==> src/verilog/ppm_monitor_defs.svh <==
// Constants for the port performance monitor: widths, counter indices and limits
`ifndef PPM_MONITOR_DEFS_SVH
`define PPM_MONITOR_DEFS_SVH

`define PPM_CNT_W 32
`define PPM_CNT_MAX 32'hffffffff
`define PPM_CNT_ZERO 32'h00000000
`define PPM_CNT_ONE 32'h00000001
`define PPM_NUM_CNT 7
`define PPM_SEL_W 3
`define PPM_DEPTH_W 8
`define PPM_WORDS_W 8
`define PPM_PRESC_W 16
`define PPM_PRESC_ZERO 16'h0000
`define PPM_PRESC_ONE 16'h0001

// Counter indices on the select port
`define PPM_IDX_STAT0 3'h0
`define PPM_IDX_STAT1 3'h1
`define PPM_IDX_TX_CONG 3'h2
`define PPM_IDX_TX_PERIOD 3'h3
`define PPM_IDX_RX_CONG 3'h4
`define PPM_IDX_RX_PERIOD 3'h5
`define PPM_IDX_REORDER 3'h6

// Priority codes
`define PPM_PRIO_0 2'h0
`define PPM_PRIO_1 2'h1
`define PPM_PRIO_2 2'h2
`define PPM_PRIO_3 2'h3

`endif

==> src/verilog/ppm_pkg.sv <==
// Types shared by the port performance monitor
package ppm_pkg;

	// What a statistics counter counts
	typedef enum logic [1:0] {
		PPM_MODE_WORDS,
		PPM_MODE_ALL,
		PPM_MODE_PRIO
	} ppm_mode_t;

	// Link direction seen by a statistics counter
	typedef enum logic {
		PPM_DIR_TX,
		PPM_DIR_RX
	} ppm_dir_t;

	// Egress arbitration policy of the switch fabric
	typedef enum logic [1:0] {
		PPM_ARB_OLDEST,
		PPM_ARB_STRICT1,
		PPM_ARB_STRICT2
	} ppm_arb_t;

	// Transmit scheduler state
	typedef enum logic {
		PPM_SCHED_OLDEST,
		PPM_SCHED_HIGHEST
	} ppm_sched_t;

	// One packet end seen on the link
	typedef struct packed {
		logic valid;
		logic retried;
		logic [1:0] prio;
		logic [7:0] words;
	} ppm_pkt_t;

	// Configuration of one statistics counter
	typedef struct packed {
		ppm_mode_t mode;
		ppm_dir_t dir;
		logic [1:0] prio;
	} ppm_stat_cfg_t;

endpackage

==> src/verilog/ppm_monitor.sv <==
// Port performance monitor: statistics, congestion, reorder counters and egress selection
//
// Contract
// - Counter may count one selected priority, tx/rx
// - Retried packets never increment statistics counters
// - Per-direction programmable queue depth watermark
// - Count separate rises above watermark per direction
// - Accumulate time above watermark, programmable resolution
// - Congestion count past limit raises irq/port-write
// - Stalled packet passed by another is reordered
// - Reorder counter increments once per event
// - Reorder counter reaching threshold raises interrupt
// - Performance registers are readable and writable
// - Read returns value then clears it
// - Counters saturate at maximum, never wrap
// - Three egress arbitration policies selectable
// - Oldest-first, after retry highest priority, resume
// - Each port holds its own full set
// - Counter may count words or all packets
`timescale 1ns/1ps
`include "ppm_monitor_defs.svh"

module ppm_monitor (
	input wire logic ref_clk,
	input wire logic sys_rst,
	input wire ppm_pkg::ppm_pkt_t tx_pkt,
	input wire ppm_pkg::ppm_pkt_t rx_pkt,
	input wire logic [`PPM_DEPTH_W-1:0] tx_depth,
	input wire logic [`PPM_DEPTH_W-1:0] rx_depth,
	input wire logic pkt_stalled,
	input wire logic pkt_passed,
	input wire ppm_pkg::ppm_stat_cfg_t stat0_cfg,
	input wire ppm_pkg::ppm_stat_cfg_t stat1_cfg,
	input wire logic [`PPM_DEPTH_W-1:0] tx_watermark,
	input wire logic [`PPM_DEPTH_W-1:0] rx_watermark,
	input wire logic [`PPM_PRESC_W-1:0] period_prescale,
	input wire logic [`PPM_CNT_W-1:0] cong_limit,
	input wire logic cong_irq_en,
	input wire logic cong_pw_en,
	input wire logic [`PPM_CNT_W-1:0] reorder_thresh,
	input wire logic reg_rd,
	input wire logic reg_wr,
	input wire logic [`PPM_SEL_W-1:0] reg_sel,
	input wire logic [`PPM_CNT_W-1:0] reg_wdata,
	input wire ppm_pkg::ppm_arb_t arb_policy,
	input wire logic [3:0] arb_pending,
	input wire logic [1:0] arb_oldest_prio,
	input wire logic sched_retry,
	input wire logic sched_sent,
	output logic [`PPM_CNT_W-1:0] reg_rdata,
	output logic reg_rvalid,
	output logic cong_irq,
	output logic cong_port_write,
	output logic reorder_irq,
	output logic [1:0] arb_grant_prio,
	output logic sched_send_highest
);

	////////////////////////////////////////////////////////////////////////////////
	// Functions

	// Amount one statistics counter adds for the packets of this cycle
	function automatic logic [`PPM_CNT_W-1:0] stat_inc(
		input ppm_pkg::ppm_stat_cfg_t cfg,
		input ppm_pkg::ppm_pkt_t tx,
		input ppm_pkg::ppm_pkt_t rx
	);
		ppm_pkg::ppm_pkt_t p;
		logic take;
		p = (cfg.dir == ppm_pkg::PPM_DIR_TX) ? tx : rx;
		take = p.valid && !p.retried;
		stat_inc = `PPM_CNT_ZERO;
		if (take) begin
			case (cfg.mode)
				ppm_pkg::PPM_MODE_WORDS: stat_inc = {24'h000000, p.words};
				ppm_pkg::PPM_MODE_ALL: stat_inc = `PPM_CNT_ONE;
				ppm_pkg::PPM_MODE_PRIO: begin
					if (p.prio == cfg.prio) begin
						stat_inc = `PPM_CNT_ONE;
					end
				end
				default: stat_inc = `PPM_CNT_ZERO;
			endcase
		end
	endfunction

	// Saturating add; the counter sticks at all ones
	function automatic logic [`PPM_CNT_W-1:0] sat_add(
		input logic [`PPM_CNT_W-1:0] a,
		input logic [`PPM_CNT_W-1:0] b
	);
		logic [`PPM_CNT_W:0] s;
		s = {1'b0, a} + {1'b0, b};
		sat_add = s[`PPM_CNT_W] ? `PPM_CNT_MAX : s[`PPM_CNT_W-1:0];
	endfunction

	// Highest priority with a pending request
	function automatic logic [1:0] top_prio(input logic [3:0] pend);
		top_prio = `PPM_PRIO_0;
		if (pend[3]) begin
			top_prio = `PPM_PRIO_3;
		end else if (pend[2]) begin
			top_prio = `PPM_PRIO_2;
		end else if (pend[1]) begin
			top_prio = `PPM_PRIO_1;
		end
	endfunction

	////////////////////////////////////////////////////////////////////////////////
	// Congestion detection

	logic tx_above_q;
	logic rx_above_q;
	logic [`PPM_PRESC_W-1:0] presc_cnt;
	wire logic tx_above = tx_depth > tx_watermark;
	wire logic rx_above = rx_depth > rx_watermark;
	wire logic tx_rise = tx_above && !tx_above_q;
	wire logic rx_rise = rx_above && !rx_above_q;
	// A prescale of zero is taken as one so the period counter never freezes
	wire logic presc_tick = (presc_cnt >= period_prescale) ||
		(period_prescale == `PPM_PRESC_ZERO);
	wire logic reorder_evt = pkt_stalled && pkt_passed;

	// Previous comparison results and the shared resolution prescaler
	always_ff @(posedge ref_clk) begin
		if (sys_rst) begin
			tx_above_q <= 1'b0;
			rx_above_q <= 1'b0;
			presc_cnt <= `PPM_PRESC_ONE;
		end else begin
			tx_above_q <= tx_above;
			rx_above_q <= rx_above;
			presc_cnt <= presc_tick ? `PPM_PRESC_ONE : presc_cnt + `PPM_PRESC_ONE;
		end
	end

	////////////////////////////////////////////////////////////////////////////////
	// Counter bank, one private set per port instance

	logic [`PPM_CNT_W-1:0] cnt [`PPM_NUM_CNT];
	logic [`PPM_CNT_W-1:0] inc [`PPM_NUM_CNT];
	logic [`PPM_CNT_W-1:0] next_cnt [`PPM_NUM_CNT];

	// Increment sources
	assign inc[`PPM_IDX_STAT0] = stat_inc(stat0_cfg, tx_pkt, rx_pkt);
	assign inc[`PPM_IDX_STAT1] = stat_inc(stat1_cfg, tx_pkt, rx_pkt);
	assign inc[`PPM_IDX_TX_CONG] = {31'h00000000, tx_rise};
	assign inc[`PPM_IDX_TX_PERIOD] = {31'h00000000, tx_above && presc_tick};
	assign inc[`PPM_IDX_RX_CONG] = {31'h00000000, rx_rise};
	assign inc[`PPM_IDX_RX_PERIOD] = {31'h00000000, rx_above && presc_tick};
	assign inc[`PPM_IDX_REORDER] = {31'h00000000, reorder_evt};

	// A write loads, a read clears; an event in the same cycle still lands on top
	genvar gi;
	generate
		for (gi = 0; gi < `PPM_NUM_CNT; gi++) begin : g_cnt
			wire logic hit = reg_sel == `PPM_SEL_W'(gi);
			wire logic [`PPM_CNT_W-1:0] base = (reg_wr && hit) ? reg_wdata :
				(reg_rd && hit) ? `PPM_CNT_ZERO : cnt[gi];
			assign next_cnt[gi] = sat_add(base, inc[gi]);

			always_ff @(posedge ref_clk) begin
				if (sys_rst) begin
					cnt[gi] <= `PPM_CNT_ZERO;
				end else begin
					cnt[gi] <= next_cnt[gi];
				end
			end
		end
	endgenerate

	// Read data shows the value held before the clearing edge
	wire logic sel_ok = reg_sel < `PPM_NUM_CNT;
	wire logic [`PPM_CNT_W-1:0] rd_val = sel_ok ? cnt[reg_sel] : `PPM_CNT_ZERO;

	always_ff @(posedge ref_clk) begin
		if (sys_rst) begin
			reg_rdata <= `PPM_CNT_ZERO;
			reg_rvalid <= 1'b0;
		end else begin
			reg_rvalid <= reg_rd;
			if (reg_rd) begin
				reg_rdata <= rd_val;
			end
		end
	end

	////////////////////////////////////////////////////////////////////////////////
	// Threshold alarms, one-cycle pulses on the crossing step

	wire logic limit_top = cong_limit == `PPM_CNT_MAX;
	wire logic [`PPM_CNT_W-1:0] limit_next = cong_limit + `PPM_CNT_ONE;
	// Saturated limit can never be passed, so no alarm in that case
	wire logic tx_pass = inc[`PPM_IDX_TX_CONG] != `PPM_CNT_ZERO &&
		next_cnt[`PPM_IDX_TX_CONG] == limit_next && !limit_top;
	wire logic rx_pass = inc[`PPM_IDX_RX_CONG] != `PPM_CNT_ZERO &&
		next_cnt[`PPM_IDX_RX_CONG] == limit_next && !limit_top;
	wire logic cong_pass = tx_pass || rx_pass;
	wire logic reorder_hit = reorder_evt &&
		next_cnt[`PPM_IDX_REORDER] == reorder_thresh;

	always_ff @(posedge ref_clk) begin
		if (sys_rst) begin
			cong_irq <= 1'b0;
			cong_port_write <= 1'b0;
			reorder_irq <= 1'b0;
		end else begin
			cong_irq <= cong_pass && cong_irq_en;
			cong_port_write <= cong_pass && cong_pw_en;
			reorder_irq <= reorder_hit;
		end
	end

	////////////////////////////////////////////////////////////////////////////////
	// Egress arbitration and transmit scheduling

	ppm_pkg::ppm_sched_t sched_state;
	ppm_pkg::ppm_sched_t next_sched_state;
	logic [1:0] next_grant;
	wire logic [1:0] highest = top_prio(arb_pending);

	// Strict 1 only lets priority 3 jump the queue; strict 2 orders every level
	always_comb begin
		case (arb_policy)
			ppm_pkg::PPM_ARB_OLDEST: next_grant = arb_oldest_prio;
			ppm_pkg::PPM_ARB_STRICT1: next_grant = arb_pending[3] ? `PPM_PRIO_3 :
				arb_oldest_prio;
			ppm_pkg::PPM_ARB_STRICT2: next_grant = highest;
			default: next_grant = arb_oldest_prio;
		endcase
	end

	// After a retry the highest priority goes once, then oldest-first resumes
	always_comb begin
		case (sched_state)
			ppm_pkg::PPM_SCHED_OLDEST: next_sched_state = sched_retry ?
				ppm_pkg::PPM_SCHED_HIGHEST : ppm_pkg::PPM_SCHED_OLDEST;
			ppm_pkg::PPM_SCHED_HIGHEST: next_sched_state = sched_sent ?
				ppm_pkg::PPM_SCHED_OLDEST : ppm_pkg::PPM_SCHED_HIGHEST;
			default: next_sched_state = ppm_pkg::PPM_SCHED_OLDEST;
		endcase
	end

	always_ff @(posedge ref_clk) begin
		if (sys_rst) begin
			sched_state <= ppm_pkg::PPM_SCHED_OLDEST;
			sched_send_highest <= 1'b0;
			arb_grant_prio <= `PPM_PRIO_0;
		end else begin
			sched_state <= next_sched_state;
			sched_send_highest <= next_sched_state == ppm_pkg::PPM_SCHED_HIGHEST;
			arb_grant_prio <= next_grant;
		end
	end

endmodule

==> config.mk <==
export PLATFORM = sky130hd
export DESIGN_NAME = ppm_monitor
export DESIGN_NICKNAME = d
export VERILOG_FILES = /design/src/verilog/ppm_pkg.sv /design/src/verilog/ppm_monitor.sv
export VERILOG_INCLUDE_DIRS = /design/src /design/src/verilog
export SDC_FILE = /design/constraint.sdc
export NUM_CORES = 1
export LEC_CHECK = 0
export BUFFER_PORTS_ARGS = -buffer_cell sky130_fd_sc_hd__buf_2
export CAP_MARGIN = 20
export CELL_PAD_IN_SITES_DETAIL_PLACEMENT = 0
export CELL_PAD_IN_SITES_GLOBAL_PLACEMENT = 2
export CORE_ASPECT_RATIO = 1.25
export CORE_MARGIN = 1
export CORE_UTILIZATION = 32
export CTS_CLUSTER_SIZE = 12
export DETAILED_ROUTE_END_ITERATION = 10
export GPL_TIMING_DRIVEN = 0
export PLACE_DENSITY_LB_ADDON = 0.1
export SLEW_MARGIN = 10
export SYNTH_ARGS = -nofsm -noshare
export SYNTH_HDL_FRONTEND = slang
export SYNTH_SLANG_ARGS = --single-unit
export TNS_END_PERCENT = 10
==> constraint.sdc <==
create_clock -name ref_clk -period 5.79 [get_ports ref_clk]
set_input_delay 1.158 -clock ref_clk [delete_from_list [all_inputs] [get_ports ref_clk]]
set_output_delay 1.158 -clock ref_clk [all_outputs]
set_load 0.01 [all_outputs]
==> results_dict.tcl, run 1 <==
set metrics [dict create \
    hold_path_class "reg -> reg" \
    multi_input_area_um2 16300 \
    min_period_ps 5670 \
    outcome "completed" \
    finish.net_count 3502 \
    yosysSeqAreaShare 0.245 \
    hold_viol 0 \
    placementRows 109 \
    cp.arrival_ps 6110 \
    synth_flop_cell "dfxtp_1" \
    wire_per_inst_um 30.2 \
    overflow 0 \
    slew_viol_final 0 \
    floorplan.initialDensity 0.324 \
    reg2reg_depth 23 \
    crit_chain "buf_2 > clkbuf_4 > o21ba_4 > buf_4 > nand2_2 > clkbuf_2 > buf_4 > a22o_1 > ha_1 > fa_1 > a21o_1 > a21oi_1 > o21bai_1 > a21oi_1 > o21bai_1 > a21o_1 > nand3_2 > or3_1 > nand3b_1 > clkbuf_4 > clkbuf_2 > a21oi_1" \
    finalCritPeriodShare 0.979 \
    slowest_delay_ps 410 \
    io_buffers 224 \
    setup_viol 0 \
    synthArstFlopShare 0 \
    crit_top_cell "a21oi_1" \
    crit_slowest_cell "fa_1" \
    io-pin-count 238 \
    synthesis.instances 2967 \
    antenna_left 0 \
    cts_tree "done" \
    synth_area_leaders "dfxtp_1, a21oi_1, xnor2_1, a22o_1, nor2_1" \
    fin_util 0.382 \
    clock-skew-final_ps 20.4 \
    syn_area_um2 23000 \
    ctsRootBufferMaster "clkbuf_16" \
    synth-edff-count 0 \
    post-place-ws_ps -2260 \
    cp.depth 22 \
    worstSetupPathType "in -> reg" \
    grt_pass1_wl_mm 179 \
    seq_area_um2 5630 \
    clockBufferDepth 3 \
    setup_slack_ps 123 \
    pwr_density_cell_nw_per_um2 214 \
    worstSetupStartpointType "input pin" \
    hold_buffers 0 \
    p_leak_uw 0.0101 \
    syn_nets 3230 \
    cts_htree_levels 2 \
    grt_pass1_vias 24800 \
    core_um2 70900 \
    yosysWarnings 0 \
    die-area_um2 72900 \
    clk_latency_ps 590 \
    yosysMostFrequentCell "a21oi_1" \
    drv_cap 0 \
    cp_top_family "buffers and inverters" \
    cp-end-kind "flip-flop" \
    syn_avg_cell_area_um2 7.75 \
    synth_common_cells "a21oi_1, dfxtp_1, nor2_1" \
    placed_area_um2 25400 \
    synth_top_area_frac 0.245 \
    track_usage 0.339 \
    filler_cell_count 7623 \
    ys_ff_latch 281 \
    die_width_um 242 \
    yosysUniqueCellTypes 99 \
    path_buf_inv 7 \
    design_area_um2 27100 \
    path_clk_slew_ps 60 \
    worst_slew_pin_slew_ps 1250 \
    holdPathStages 2 \
    syn_to_final_growth_pct 17.9 \
    avgViaCountPerCell 6.06 \
    max_freq_mhz 176 \
    path_max_fanout 19 \
    layout-drive-gt1-share 0.154 \
    drtIter0Drc 2338 \
    slew_headroom 0.164 \
    dp_hpwl_mm 103 \
    gp_congestion 1.05 \
    die_h_um 302 \
    drc 0 \
    wl_mm 127 \
    vias 25500 \
    yosysTopAreaCell "dfxtp_1" \
    cts_buffers 38 \
    grt_max_degree 20 \
    antenna_found_initial 2 \
    crit_required_ps 6230 \
    dr.pass1.iters 7 \
    clock_sinks 281 \
    vdd_drop_max_v 0.000136 \
]
==> metrics by stage <==
step | std cells | hold WS [ps] | TNS [ps] | power, uW
global route | 4212 | 508 | -38.6 | 5940
finish | 4213 | 474 | 0 | 5790
detailed placement | 4144 | 470 | -230470 | 3090
global placement | 4134 | 463 | -238280 | 3070
floorplan | 2967 | 462 | 0 | 2610
CTS | 4208 | 479 | -276 | 5790
==> timing repair <==
| action | in CTS | in global routing |
|---|---|---|
| resized for setup | 48 | 45 |
| pin swaps | 2 | 5 |
| setup endpoints to repair | 145 | 103 |
| buffers inserted | 2 | 6 |
==> area by class of cell <==
class | instances | area share
buffer | 204 | 0.0349
timing repair buffer | 243 | 0.0483
antenna | 1 | 0.0000923
inverter | 82 | 0.0114
clock inverter | 19 | 0.0108
sequential | 281 | 0.208
multi-input combinational | 2389 | 0.603
clock buffer | 51 | 0.0402
tap | 943 | 0.0435
==> placed cells by master (no fill, tap or decap), types with 38 or more instances in the layout <==
master	n
xnor2_1	141
dfxtp_1	281
nand3_1	124
and3_1	40
nor3_1	58
o211ai_1	53
a21o_1	46
xor2_1	81
ha_1	62
clkbuf_16	38
nand4_1	41
clkbuf_1	119
a21oi_1	317
nor2_1	263
inv_1	82
nand2_1	245
a22o_1	120
buf_2	259
a22oi_1	90
mux2i_1	92
o21ai_0	101
==> sequential cells by signal (all words and copies together) (netlist names) <==
register,flops
cnt,224
reg_rdata,32
presc_cnt,16
arb_grant_prio,2
cong_irq,1
cong_port_write,1
reg_rvalid,1
reorder_irq,1
rx_above_q,1
sched_state,1
tx_above_q,1
==> path summary, 6_finish.rpt <==
path                     start      endpoint  slack [ps]
hold / removal    reg_rdata[5]  reg_rdata[5]         470
setup reg to reg  presc_cnt[0]     cnt[3][7]         600
hold reg to reg   reg_rdata[5]  reg_rdata[5]         470
setup / recovery        reg_wr    cnt[1][22]         120
==> worst reg2reg max path, cell delays in order (launching register included) <==
cell	delay (ps)
dfxtp_1	370
inv_1	70
ha_1	260
nand2b_1	140
a21o_1	170
a21o_1	170
a21o_1	170
a21o_1	170
a21o_1	170
a21o_1	170
a21o_1	200
a311oi_4	580
nor2_1	120
ha_1	270
ha_1	210
and3_1	180
o21ai_1	320
nor4_4	120
and2b_1	260
nand2_1	160
nor2_2	80
nand2_2	240
buf_2	330
a21oi_1	110
==> cell families after synthesis <==
group,after synthesis,share of synthesized area
muxes,125,0.0719
AOI/OAI and AO/OA,952,0.279
adders and majority gates,64,0.0355
xor gates and xnor gates,231,0.0908
and+or+nand+nor,1017,0.225
buffers and inverters,297,0.0528
DFF,281,0.245
==> power by group <==
group / switching [uW] / total, uW / internal (uW)
registers: 63.6 / 2050 / 1980
clock network: 1070 / 2710 / 1640
logic: 690 / 1030 / 343
total: 1830 / 5790 / 3970
==> per-layer routing <==
metal,part of all wire,global-route usage,wire length (um),vias to the layer above
li1,-,-,-,11600
met2,0.44,0.541,56000,1218
met4,0.074,0.214,9410,2
met1,0.42,0.432,53400,12500
met5,0.00010,0,13,-
met3,0.067,0.0457,8550,274
No activity file was read; power rests on OpenSTA's default activity.
==> inputs of run 2 (changes only) <==
--- a/config.mk
+++ b/config.mk
@@ -8,15 +8,13 @@
 export LEC_CHECK = 0
 export BUFFER_PORTS_ARGS = -buffer_cell sky130_fd_sc_hd__buf_2
 export CAP_MARGIN = 20
-export CELL_PAD_IN_SITES_DETAIL_PLACEMENT = 0
-export CELL_PAD_IN_SITES_GLOBAL_PLACEMENT = 2
 export CORE_ASPECT_RATIO = 1.25
 export CORE_MARGIN = 1
-export CORE_UTILIZATION = 32
+export CORE_UTILIZATION = 37
+export CTS_CLUSTER_DIAMETER = 50
 export CTS_CLUSTER_SIZE = 12
 export DETAILED_ROUTE_END_ITERATION = 10
 export GPL_TIMING_DRIVEN = 0
-export PLACE_DENSITY_LB_ADDON = 0.1
 export SLEW_MARGIN = 10
 export SYNTH_ARGS = -nofsm -noshare
 export SYNTH_HDL_FRONTEND = slang
==> results_dict.tcl, run 2 (synthesized netlist as in run 1, its figures left out) <==
set metrics [dict create \
    outcome "completed" \
    final_cells 4082 \
    dp.cells 4016 \
    hold_viol 0 \
    gp_congestion 1.09 \
    path_max_fanout 25 \
    finish.net_count 3489 \
    setup_slack_ps 149 \
    largest_register_ffs 224 \
    crit_chain "buf_2 > buf_2 > o21a_1 > clkbuf_1 > buf_2 > nand2_2 > a22o_1 > ha_1 > a21boi_1 > nand4_1 > clkbuf_1 > o21ai_0 > and3_1 > a311oi_1 > o211ai_1 > nor4_1 > nand4_1 > a21oi_1" \
    cp.arrival_ps 6130 \
    grt_pass1_wl_mm 159 \
    antenna_left 0 \
    layout-drive-gt1-share 0.151 \
    top_regs "cnt (224), reg_rdata (32), presc_cnt (16)" \
    final_common_cell "a21oi_1" \
    overflow 0 \
    drc 0 \
    avgViaCountPerCell 6.26 \
    antenna_found_initial 3 \
    clockBufferDepth 3 \
    crit_slowest_cell "clkbuf_1" \
    setup_viol 0 \
    hold_buffers 0 \
    track_usage 0.339 \
    max_freq_mhz 177 \
    die_width_um 225 \
    path_clk_slew_ps 60 \
    syn_to_final_growth_pct 16.7 \
    io-pin-count 238 \
    clock-skew-final_ps 35.5 \
    slew_headroom 0.181 \
    drtIter0Drc 2829 \
    pwr_density_cell_nw_per_um2 216 \
    die-area_um2 63100 \
    worst_slew_pin_slew_ps 1230 \
    grt_max_degree 28 \
    post-place-ws_ps -1970 \
    r2r_setup_slack_ps 730 \
    core_um2 61000 \
    layout_common_cells "a21oi_1, dfxtp_1, nor2_1" \
    die_h_um 281 \
    placementRows 101 \
    floorplan.initialDensity 0.377 \
    wire_per_inst_um 26.7 \
    rsz0062_at_grt "true" \
    crit_top_cell "buf_2" \
    top_register "cnt" \
    ctsRootBufferMaster "clkbuf_16" \
    drv_cap 0 \
    vias 25500 \
    wl_mm 109 \
    clk_latency_ps 600 \
    p_leak_uw 0.0100 \
    hold_path_class "reg -> reg" \
    vdd_drop_max_v 0.000190 \
    cts_tree "done" \
    cts_buffers 42 \
    min_period_ps 5640 \
    whs_ps 470 \
    dr.pass1.iters 6 \
    worstSetupStartpointType "input pin" \
    dp_hpwl_mm 86.0 \
    slowest_delay_ps 490 \
    cts_htree_levels 2 \
    grt_pass1_vias 23800 \
    crit_required_ps 6280 \
    cp-end-kind "flip-flop" \
    finalCritPeriodShare 0.974 \
    worstSetupPathType "in -> reg" \
    totalPowerFinal_uw 5780 \
    clock_sinks 281 \
    io_buffers 224 \
    slew_viol_final 0 \
]
==> run 2: cell types whose count changed in the layout (fill, tap and decap cells not counted), sizes merged <==
cell	previous run	this run
clkinv	9	5
clkinvlp	0	5
bufinv	7	5
clkbuf	189	192
buf	309	286
inv	85	93
diode	1	2
==> run 2: layer usage <==
| metal | vias up | track usage | share of wire |
|---|---|---|---|
| li1 | 11500 | - | - |
| met1 | 12100 | 0.423 | 0.39 |
| met2 | 1577 | 0.512 | 0.43 |
| met3 | 322 | 0.0789 | 0.11 |
| met4 | 2 | 0.237 | 0.080 |
| met5 | - | 0 | 0.00015 |
==> run 2: per-stage QoR <==
| step | setup TNS [ps] | cell area [um^2] | utilization |
|---|---|---|---|
| global route | -34.7 | 26800 | 0.439 |
| floorplan | 0 | 23000 | - |
| global placement | -190010 | 25100 | 0.412 |
| CTS | -1600 | 26700 | 0.437 |
| finish | 0 | 26800 | 0.439 |
| detailed placement | -188130 | 25100 | 0.412 |
==> run 2: final cells by class <==
class / count / area, um^2
repair buffers: 230 / 1170
fillers: 6266 / 34200
diodes: 2 / 5.00
clock buffers: 48 / 1130
clock inverters: 26 / 320
inverters: 82 / 308
multi-input cells: 2389 / 16300
well taps: 824 / 1030
flip-flops and latches: 281 / 5630
plain buffers: 200 / 913
==> run 2: path summary, 6_finish.rpt <==
path | cells after the start | endpoint | start
worst max-delay path | 18 | cong_port_write | reg_rd
worst min-delay path | 2 | reg_rdata[5] | reg_rdata[5]
worst min register to register | 2 | reg_rdata[5] | reg_rdata[5]
worst max register to register | 23 | cnt[3][12] | presc_cnt[0]
==> run 2: what timing repair did <==
item	CTS	global route
endpoints found under the hold margin	0	0
resized for setup	33	49
setup endpoints to repair	123	105
pin swaps	2	4
setup buffers	1	3
==> run 2: where the power goes <==
| part | switching, uW | leakage [uW] | internal (uW) |
|---|---|---|---|
| clock | 1110 | 0.000705 | 1650 |
| sequential | 59.5 | 0.00228 | 1980 |
| combinational | 643 | 0.00703 | 335 |
==> run 2: critical path: cells and delay by family <==
| kind | cells | cell delay, ps |
|---|---|---|
| buffers and inverters | 5 | 1760 |
| AO/OA/AOI/OAI | 7 | 1570 |
| AND/OR/NAND/NOR | 5 | 1440 |
| adder cells (fa/ha/maj) | 1 | 200 |
